[src/rtl/txy_pkg.sv]
// constants and types for the timer x/y control and status block
//
// Overview of operation
// - set channel y compare b flag, bit 7, on counter equal constant b
// - set channel y compare a flag, bit 6, on counter equal constant a
// - set channel y overflow flag, bit 5, on counter wrap ff to 00
// - flags accept only written zeros, for clearing; writing one keeps them
// - y flags clear only after a read seeing one then a zero write
// - y bit 4 enables capture interrupt request while x capture flag set
// - y compare b match drives y pin per bits 3:2: keep, low, high, toggle
// - y compare a match drives y pin per bits 1:0, same four codes
// - set channel x compare b flag, bit 7, on counter equal constant b
// - set channel x compare a flag, bit 6, on counter equal constant a
// - set channel x overflow flag, bit 5, on counter wrap ff to 00
// - set x capture flag, bit 4, on rising then falling external reset
// - x capture flag clears on zero write after a read seeing one
// - x compare b match drives x pin per bits 3:2: keep, low, high, toggle
// - x compare a match drives x pin per bits 1:0, same four codes
// - every bit of both control/status registers is zero after reset
package txy_pkg;
  // register map, word index on the plain register port
  localparam logic [3:0] TXY_ADDR_CSR_Y = 4'h0;
  localparam logic [3:0] TXY_ADDR_CSR_X = 4'h1;
  localparam logic [3:0] TXY_ADDR_IRQ_ST = 4'h2;
  localparam logic [3:0] TXY_ADDR_IRQ_MASK = 4'h3;
  // control/status reset value and flag bit masks
  localparam logic [7:0] TXY_CSR_RST = 8'h00;
  localparam logic [7:0] TXY_FLAGS_Y = 8'he0;
  localparam logic [7:0] TXY_FLAGS_X = 8'hf0;
  // counter wrap points
  localparam logic [7:0] TXY_CNT_MAX = 8'hff;
  localparam logic [7:0] TXY_CNT_MIN = 8'h00;
  // interrupt status layout
  localparam int TXY_IRQ_W = 7;
  localparam logic [6:0] TXY_IRQ_RST = 7'h00;
  localparam int TXY_IRQ_COMPARE_A_FLAG_Y = 0;
  localparam int TXY_IRQ_COMPARE_B_FLAG_Y = 1;
  localparam int TXY_IRQ_OVF_Y = 2;
  localparam int TXY_IRQ_COMPARE_A_FLAG_X = 3;
  localparam int TXY_IRQ_COMPARE_B_FLAG_X = 4;
  localparam int TXY_IRQ_OVF_X = 5;
  localparam int TXY_IRQ_CAP = 6;

  // output select codes
  typedef enum logic [1:0] {
    TXY_OS_KEEP = 2'b00,
    TXY_OS_LOW = 2'b01,
    TXY_OS_HIGH = 2'b10,
    TXY_OS_TOGGLE = 2'b11
  } txy_os_t;

  // capture edge sequence states
  typedef enum logic {
    TXY_CAP_WAIT_RISE = 1'b0,
    TXY_CAP_WAIT_FALL = 1'b1
  } txy_cap_st_t;

  // control/status register layout; bit4 is enable on y, flag on x
  typedef struct packed {
    logic compare_b_flag;
    logic compare_a_flag;
    logic overflow_flag;
    logic bit4;
    logic [1:0] os_b;
    logic [1:0] os_a;
  } txy_csr_t;

  // counter and constants of one channel
  typedef struct packed {
    logic [7:0] counter;
    logic [7:0] constant_a;
    logic [7:0] constant_b;
  } txy_chan_t;
endpackage

[src/rtl/txy_timer_ctrl.sv]
// control and status logic for timer channels y and x
//
// Local design decisions: the placing of the registers and strobed register access.
`timescale 1ns/10ps
module txy_timer_ctrl (
  // clock and reset
  input wire logic clk,
  input wire logic rst_n,
  // register port
  input wire logic [3:0] reg_addr,
  input wire logic [7:0] reg_wdata,
  input wire logic reg_wr,
  input wire logic reg_rd,
  output logic [7:0] reg_rdata,
  // counter and constant values of both channels, external reset
  input wire txy_pkg::txy_chan_t channel_y,
  input wire txy_pkg::txy_chan_t channel_x,
  input wire logic ext_reset,
  // pins and requests
  output logic channel_y_output_pin,
  output logic channel_x_output_pin,
  output logic capture_interrupt_request,
  output logic irq
);

  txy_pkg::txy_chan_t chan [2];
  txy_pkg::txy_csr_t csr_r [2];
  logic [7:0] armed_r [2];
  logic [7:0] prev_cnt_r [2];
  logic [1:0] pin_r;
  logic [1:0] match_a;
  logic [1:0] match_b;
  logic [1:0] wrap;
  logic cap_evt;
  logic ext_prev_r;
  txy_pkg::txy_cap_st_t cap_st_r;
  logic [6:0] irq_st_r;
  logic [6:0] irq_mask_r;
  logic [6:0] irq_set;
  logic [7:0] rdata_r;
  logic rd_st;

  assign chan[0] = channel_y;
  assign chan[1] = channel_x;

  // next pin level for one match and its select code
  function automatic logic pin_apply(logic cur, logic hit, logic [1:0] sel);
    logic res;
    res = cur;
    if (hit) begin
      case (txy_pkg::txy_os_t'(sel))
        txy_pkg::TXY_OS_LOW: res = 1'b0;
        txy_pkg::TXY_OS_HIGH: res = 1'b1;
        txy_pkg::TXY_OS_TOGGLE: res = ~cur;
        default: res = cur;
      endcase
    end
    return res;
  endfunction

  genvar ch;
  generate
    for (ch = 0; ch < 2; ch++) begin : g_chan
      localparam logic [7:0] FMASK = (ch == 0) ? txy_pkg::TXY_FLAGS_Y :
                                                txy_pkg::TXY_FLAGS_X;
      localparam logic [3:0] MY_ADDR = (ch == 0) ?
        txy_pkg::TXY_ADDR_CSR_Y : txy_pkg::TXY_ADDR_CSR_X;
      logic upd;
      logic wr_hit;
      logic rd_hit;
      logic cap_set;
      logic [7:0] setv;
      logic [7:0] clr;
      logic [7:0] cur;

      // a match counts once per counter step, so a stopped counter
      // sitting on the constant does not toggle the pin every cycle
      assign upd = chan[ch].counter != prev_cnt_r[ch];
      assign match_b[ch] = upd &&
        (chan[ch].counter == chan[ch].constant_b);
      assign match_a[ch] = upd &&
        (chan[ch].counter == chan[ch].constant_a);
      assign wrap[ch] = (prev_cnt_r[ch] == txy_pkg::TXY_CNT_MAX) &&
        (chan[ch].counter == txy_pkg::TXY_CNT_MIN);
      assign cap_set = (ch == 1) ? cap_evt : 1'b0;
      assign wr_hit = reg_wr && (reg_addr == MY_ADDR);
      assign rd_hit = reg_rd && (reg_addr == MY_ADDR);
      assign setv = {match_b[ch], match_a[ch], wrap[ch], cap_set, 4'h0};
      assign cur = csr_r[ch];
      // only zeros written to flags armed by an earlier read clear them
      assign clr = {8{wr_hit}} & armed_r[ch] & ~reg_wdata & FMASK;

      // counter history for match and wrap detection
      always_ff @(posedge clk or negedge rst_n) begin
        if (!rst_n) begin
          prev_cnt_r[ch] <= txy_pkg::TXY_CNT_MIN;
        end else begin
          prev_cnt_r[ch] <= chan[ch].counter;
        end
      end

      // a read arms the flags it saw at one; a write to this register disarms
      always_ff @(posedge clk or negedge rst_n) begin
        if (!rst_n) begin
          armed_r[ch] <= 8'h00;
        end else if (rd_hit) begin
          armed_r[ch] <= cur & FMASK;
        end else if (wr_hit) begin
          armed_r[ch] <= 8'h00;
        end
      end

      // flags: set wins over clear; other bits plain read/write
      always_ff @(posedge clk or negedge rst_n) begin
        if (!rst_n) begin
          csr_r[ch] <= txy_pkg::TXY_CSR_RST;
        end else begin
          csr_r[ch] <= ((setv | (cur & ~clr)) & FMASK) |
            ((wr_hit ? reg_wdata : cur) & ~FMASK);
        end
      end

      // output pin: compare a applied first, then compare b on top
      always_ff @(posedge clk or negedge rst_n) begin
        if (!rst_n) begin
          pin_r[ch] <= 1'b0;
        end else begin
          pin_r[ch] <= pin_apply(pin_apply(pin_r[ch], match_a[ch],
            csr_r[ch].os_a), match_b[ch], csr_r[ch].os_b);
        end
      end
    end
  endgenerate

  // capture: rising edge arms, following falling edge fires
  assign cap_evt = (cap_st_r == txy_pkg::TXY_CAP_WAIT_FALL) &&
    ext_prev_r && !ext_reset;

  always_ff @(posedge clk or negedge rst_n) begin
    if (!rst_n) begin
      ext_prev_r <= 1'b0;
    end else begin
      ext_prev_r <= ext_reset;
    end
  end

  always_ff @(posedge clk or negedge rst_n) begin
    if (!rst_n) begin
      cap_st_r <= txy_pkg::TXY_CAP_WAIT_RISE;
    end else begin
      case (cap_st_r)
        txy_pkg::TXY_CAP_WAIT_RISE: begin
          if (!ext_prev_r && ext_reset) begin
            cap_st_r <= txy_pkg::TXY_CAP_WAIT_FALL;
          end
        end
        txy_pkg::TXY_CAP_WAIT_FALL: begin
          if (ext_prev_r && !ext_reset) begin
            cap_st_r <= txy_pkg::TXY_CAP_WAIT_RISE;
          end
        end
        default: cap_st_r <= txy_pkg::TXY_CAP_WAIT_RISE;
      endcase
    end
  end

  // capture request gated by channel y enable bit
  assign capture_interrupt_request =
    csr_r[1].bit4 && csr_r[0].bit4;

  // event summary into the sticky interrupt status
  always_comb begin
    irq_set = 7'h00;
    irq_set[txy_pkg::TXY_IRQ_COMPARE_A_FLAG_Y] = match_a[0];
    irq_set[txy_pkg::TXY_IRQ_COMPARE_B_FLAG_Y] = match_b[0];
    irq_set[txy_pkg::TXY_IRQ_OVF_Y] = wrap[0];
    irq_set[txy_pkg::TXY_IRQ_COMPARE_A_FLAG_X] = match_a[1];
    irq_set[txy_pkg::TXY_IRQ_COMPARE_B_FLAG_X] = match_b[1];
    irq_set[txy_pkg::TXY_IRQ_OVF_X] = wrap[1];
    irq_set[txy_pkg::TXY_IRQ_CAP] = cap_evt;
  end

  assign rd_st = reg_rd && (reg_addr == txy_pkg::TXY_ADDR_IRQ_ST);

  // a read clears what it returned; a new event in that cycle survives
  always_ff @(posedge clk or negedge rst_n) begin
    if (!rst_n) begin
      irq_st_r <= txy_pkg::TXY_IRQ_RST;
    end else begin
      irq_st_r <= irq_set | (rd_st ? 7'h00 : irq_st_r);
    end
  end

  always_ff @(posedge clk or negedge rst_n) begin
    if (!rst_n) begin
      irq_mask_r <= txy_pkg::TXY_IRQ_RST;
    end else if (reg_wr && (reg_addr == txy_pkg::TXY_ADDR_IRQ_MASK)) begin
      irq_mask_r <= reg_wdata[6:0];
    end
  end

  assign irq = |(irq_st_r & irq_mask_r);

  // read data stand in the cycle after the strobe; unmapped reads zero
  always_ff @(posedge clk or negedge rst_n) begin
    if (!rst_n) begin
      rdata_r <= 8'h00;
    end else if (reg_rd) begin
      case (reg_addr)
        txy_pkg::TXY_ADDR_CSR_Y: rdata_r <= csr_r[0];
        txy_pkg::TXY_ADDR_CSR_X: rdata_r <= csr_r[1];
        txy_pkg::TXY_ADDR_IRQ_ST: rdata_r <= {1'b0, irq_st_r};
        txy_pkg::TXY_ADDR_IRQ_MASK: rdata_r <= {1'b0, irq_mask_r};
        default: rdata_r <= 8'h00;
      endcase
    end else begin
      rdata_r <= 8'h00;
    end
  end

  assign reg_rdata = rdata_r;
  assign channel_y_output_pin = pin_r[0];
  assign channel_x_output_pin = pin_r[1];
endmodule

[config.mk]
export PLATFORM = sky130hd
export DESIGN_NAME = txy_timer_ctrl
export DESIGN_NICKNAME = d
export VERILOG_FILES = /design/src/rtl/txy_pkg.sv /design/src/rtl/txy_timer_ctrl.sv
export SDC_FILE = /design/constraint.sdc
export NUM_CORES = 1
export LEC_CHECK = 0
export BUFFER_PORTS_ARGS = -buffer_cell sky130_fd_sc_hd__clkbuf_2
export CAP_MARGIN = 20
export CORE_UTILIZATION = 40
export CTS_CLUSTER_SIZE = 14
export DETAILED_ROUTE_END_ITERATION = 8
export PLACE_DENSITY = 0.7
export SETUP_SLACK_MARGIN = 0.4
export SYNTH_ARGS = -nofsm -noshare
export SYNTH_HDL_FRONTEND = slang
export SYNTH_SLANG_ARGS = --single-unit
[constraint.sdc]
create_clock -name clk -period 2.05 [get_ports clk]
set_input_delay 0.41 -clock clk [delete_from_list [all_inputs] [get_ports clk]]
set_output_delay 0.41 -clock clk [all_outputs]
set_load 0.01 [all_outputs]
==> flow_summary.json <==
{
  "power.total_w": 0.00328,
  "fin_worst_skew_ns": 0.00673,
  "synthFlopType": "dfrtp_1",
  "p_per_area_nw_per_um2": 833,
  "slew-limit-headroom_pct": 67.9,
  "fillers": 642,
  "antenna_found_initial": 0,
  "p_int_w": 0.00244,
  "syn_avg_cell_area_um2": 12.7,
  "overflow": 0,
  "syn_to_final_growth_pct": 25.4,
  "layout-drive-gt1-share_pct": 39.0,
  "ff2ff_path_depth": 6,
  "end_kind": "primary output",
  "worst-path-max-fanout": 3,
  "drt_iter0_markers": 190,
  "io_buffers": 76,
  "drc": 0,
  "synth-edff-count": 0,
  "slew_violations": 0,
  "sequentialPowerShare_pct": 48.0,
  "rsz0062_at_grt": "true",
  "rr_endpoint": "channel_y_output_pin$_DFF_PN0_",
  "setup-violations-final": 0,
  "num-nets-final": 406,
  "dieArea_um2": 8220,
  "clkLatencyLatePin_ns": 0.34,
  "ys_seq_area_share_pct": 51.7,
  "netlist_area_um2": 3150,
  "critPathBufInv": 1,
  "synthCells": 248,
  "grt_use_total_pct": 19.0,
  "root_buffer": "clkbuf_8",
  "crit_start": "irq_st_r[0]$_DFF_PN0_",
  "cts_tree": "done",
  "hold_viol": 0,
  "fin_cells": 445,
  "grt_pass1_vias": 2385,
  "status": "complete, no violations",
  "cp_num_cells": 3,
  "place_congestion": 0.808,
  "power.switching_w": 0.000845,
  "clkTransAtPathRegs_ns": 0.07,
  "p_sw_share_pct": 25.7,
  "initial_core_util_pct": 42.5,
  "combPwrFrac_pct": 17.1,
  "die_height_um": 90.7,
  "fp.dieW_um": 90.7,
  "maxCapViolations": 0,
  "h-tree-depth": 3,
  "cp-endpoint": "irq",
  "dr_total_vias": 2351,
  "synth_nets": 313,
  "antenna_cells": 0,
  "ir_worst_vdd_v": 0.000453,
  "synthDistinctLibCells": 38,
  "slowest_delay_ns": 0.41,
  "startpoint_type": "flip-flop",
  "synth-async-reset-ratio_pct": 100,
  "grt_max_degree": 66,
  "numCtsBuffers": 9,
  "ios": 77,
  "routed_via_density": 5.28,
  "clock-sinks": 65,
  "ant_nets": 0,
  "first_pass_iters": 4,
  "min_period_ns": 1.76,
  "arrival_ns": 1.35,
  "min_period_over_period_pct": 85.7,
  "cp_top_family": "flip-flops",
  "max_freq_ghz": 0.569,
  "dp_cells": 424,
  "cp.required_ns": 1.64,
  "worstMarginPinSlew_ns": 0.478,
  "crit_type": "reg -> out",
  "coreArea_um2": 7410,
  "hold_path_class": "in -> async",
  "drt_wl_total_mm": 7.24,
  "core.rowCount": 31,
  "grt_pass1_wl_mm": 12.1,
  "leakage_nw": 1.85,
  "setup-tns-final_ns": 0,
  "crit_slowest_cell": "dfrtp_1",
  "reg2reg_from": "prev_cnt_r[13]$_DFF_PN0_",
  "hpwl_mm": 5.34,
  "rrSetupSlack_ns": 0.46,
  "path_cells": "a222oi_1 -> nand3_1 -> clkbuf_2",
  "avgRoutedWirePerCell_um": 16.3,
  "synth-seq-cells": 65,
  "power.share.clock_pct": 34.8,
  "synth_warnings": 0,
  "clk_path_buf_depth": 2
}
==> power by group through the flow <==
stage	Clock [W]	Sequential, W	Combinational, W
floorplan	0	0.00156	0.000334
global placement	0	0.00159	0.000530
detailed placement	0	0.00160	0.000544
CTS	0.00117	0.00157	0.000561
global route	0.00124	0.00160	0.000618
finish	0.00114	0.00158	0.000563
==> synthesized netlist by cell type, drive strengths merged (3+ instances only) <==
| cell | n | area (um2) |
|---|---|---|
| nand2 | 9 | 36.3 |
| nand4b | 4 | 35.0 |
| nor3 | 4 | 20.0 |
| nor4 | 9 | 96.3 |
| a22o | 4 | 35.0 |
| mux4 | 5 | 113 |
| buf | 6 | 36.3 |
| nand3b | 4 | 30.0 |
| mux2i | 6 | 60.1 |
| and3 | 7 | 43.8 |
| and2 | 3 | 18.8 |
| a32o | 3 | 30.0 |
| xor2 | 16 | 140 |
| nand4 | 12 | 75.1 |
| a211oi | 5 | 47.5 |
| a21oi | 5 | 25.0 |
| a21o | 14 | 110 |
| mux2 | 16 | 180 |
| dfrtp | 65 | 1630 |
| xnor2 | 32 | 280 |
| nor2 | 7 | 26.3 |
==> worst min-delay path by stage <==
| stage | from | endpoint | slack (ns) | cells past startpoint |
|---|---|---|---|---|
| final | rst_n | prev_cnt_r[11]$_DFF_PN0_ | 0.08 | 2 |
| after global routing | rst_n | prev_cnt_r[4]$_DFF_PN0_ | 0.11 | 2 |
| after CTS | rst_n | prev_cnt_r[12]$_DFF_PN0_ | 0.09 | 2 |
| after detailed placement | rst_n | prev_cnt_r[12]$_DFF_PN0_ | 0.46 | 2 |
| after global placement | ext_prev_r$_DFF_PN0_ | cap_st_r$_DFF_PN0_ | 0.44 | 1 |
| after floorplan | rst_n | async pin | 0.11 | 0 |
==> repair_timing <==
| item | in CTS | in global routing |
|---|---|---|
| hold buffers | 0 | 0 |
| endpoints found under the setup margin | 2 | 3 |
| buffers inserted | 2 | 3 |
| resized for setup | 0 | 3 |
| pin swaps | 3 | 6 |
| hold endpoints to repair | 0 | 0 |
==> cell usage in the layout, fill, tap and decap left out, types with 2 or more instances in the layout <==
cell type,Yosys,routed
clkbuf_2,0,76
dfrtp_1,65,65
xnor2_1,32,32
xor2_1,16,16
mux2_2,16,16
nand4_1,12,12
buf_4,0,12
a21o_1,10,10
clkbuf_8,0,9
nand2_1,8,8
nor2_1,7,7
and3_1,7,7
mux2i_1,6,6
mux4_2,5,5
a21oi_1,5,5
nand4b_1,4,4
nor4_1,4,4
nor3_1,4,4
a21o_2,4,4
nand3b_1,4,4
a22o_1,4,4
clkbuf_1,1,4
nor4_2,4,3
a32o_1,3,3
nor4_4,1,2
nand3_1,2,2
a211oi_1,3,2
a211oi_2,2,2
a22oi_1,2,2
and2_0,2,2
bufinv_16,0,2
==> layout make-up <==
cell class                      instances  area (um2)  area share [%]
Sequential cell                        65        1630            41.2
Multi-Input combinational cell        176        1500            38.0
Timing Repair Buffer                   89         490            12.4
Clock buffer                           13         139            3.52
Tap cell                               99         124            3.14
Clock inverter                          3        65.1            1.65
==> cells by family (layout without fill, tap and decap cells) <==
family	after synthesis	count (layout)	synth area share [%]
flip-flops	65	65	51.7
AND/OR/NAND/NOR	63	63	12.9
XOR/XNOR	48	48	13.4
AO/OA/AOI/OAI	38	38	9.51
multiplexers	27	27	11.2
buffers and inverters	7	105	1.27
==> through the flow <==
step	util (%)	hold slack, ns	area, um2	setup slack (ns)
3_5_place_dp	49.7	0.458	3680	0.202
6_report	53.3	0.0771	3950	0.294
5_1_grt	53.3	0.111	3950	0.196
4_1_cts	52.7	0.0901	3900	0.259
3_3_place_gp	49.7	0.444	3680	0.233
2_1_floorplan	-	0.114	3150	0.463
==> layer usage <==
layer	track usage, %	share of wire, %	up-vias
met1	26.0	46	1182
met5	0	0	-
met2	28.2	47	62
met3	5.22	5.2	9
met4	8.47	1.4	0
li1	-	-	1098
Note: power is estimated with default switching activity, not from simulation.
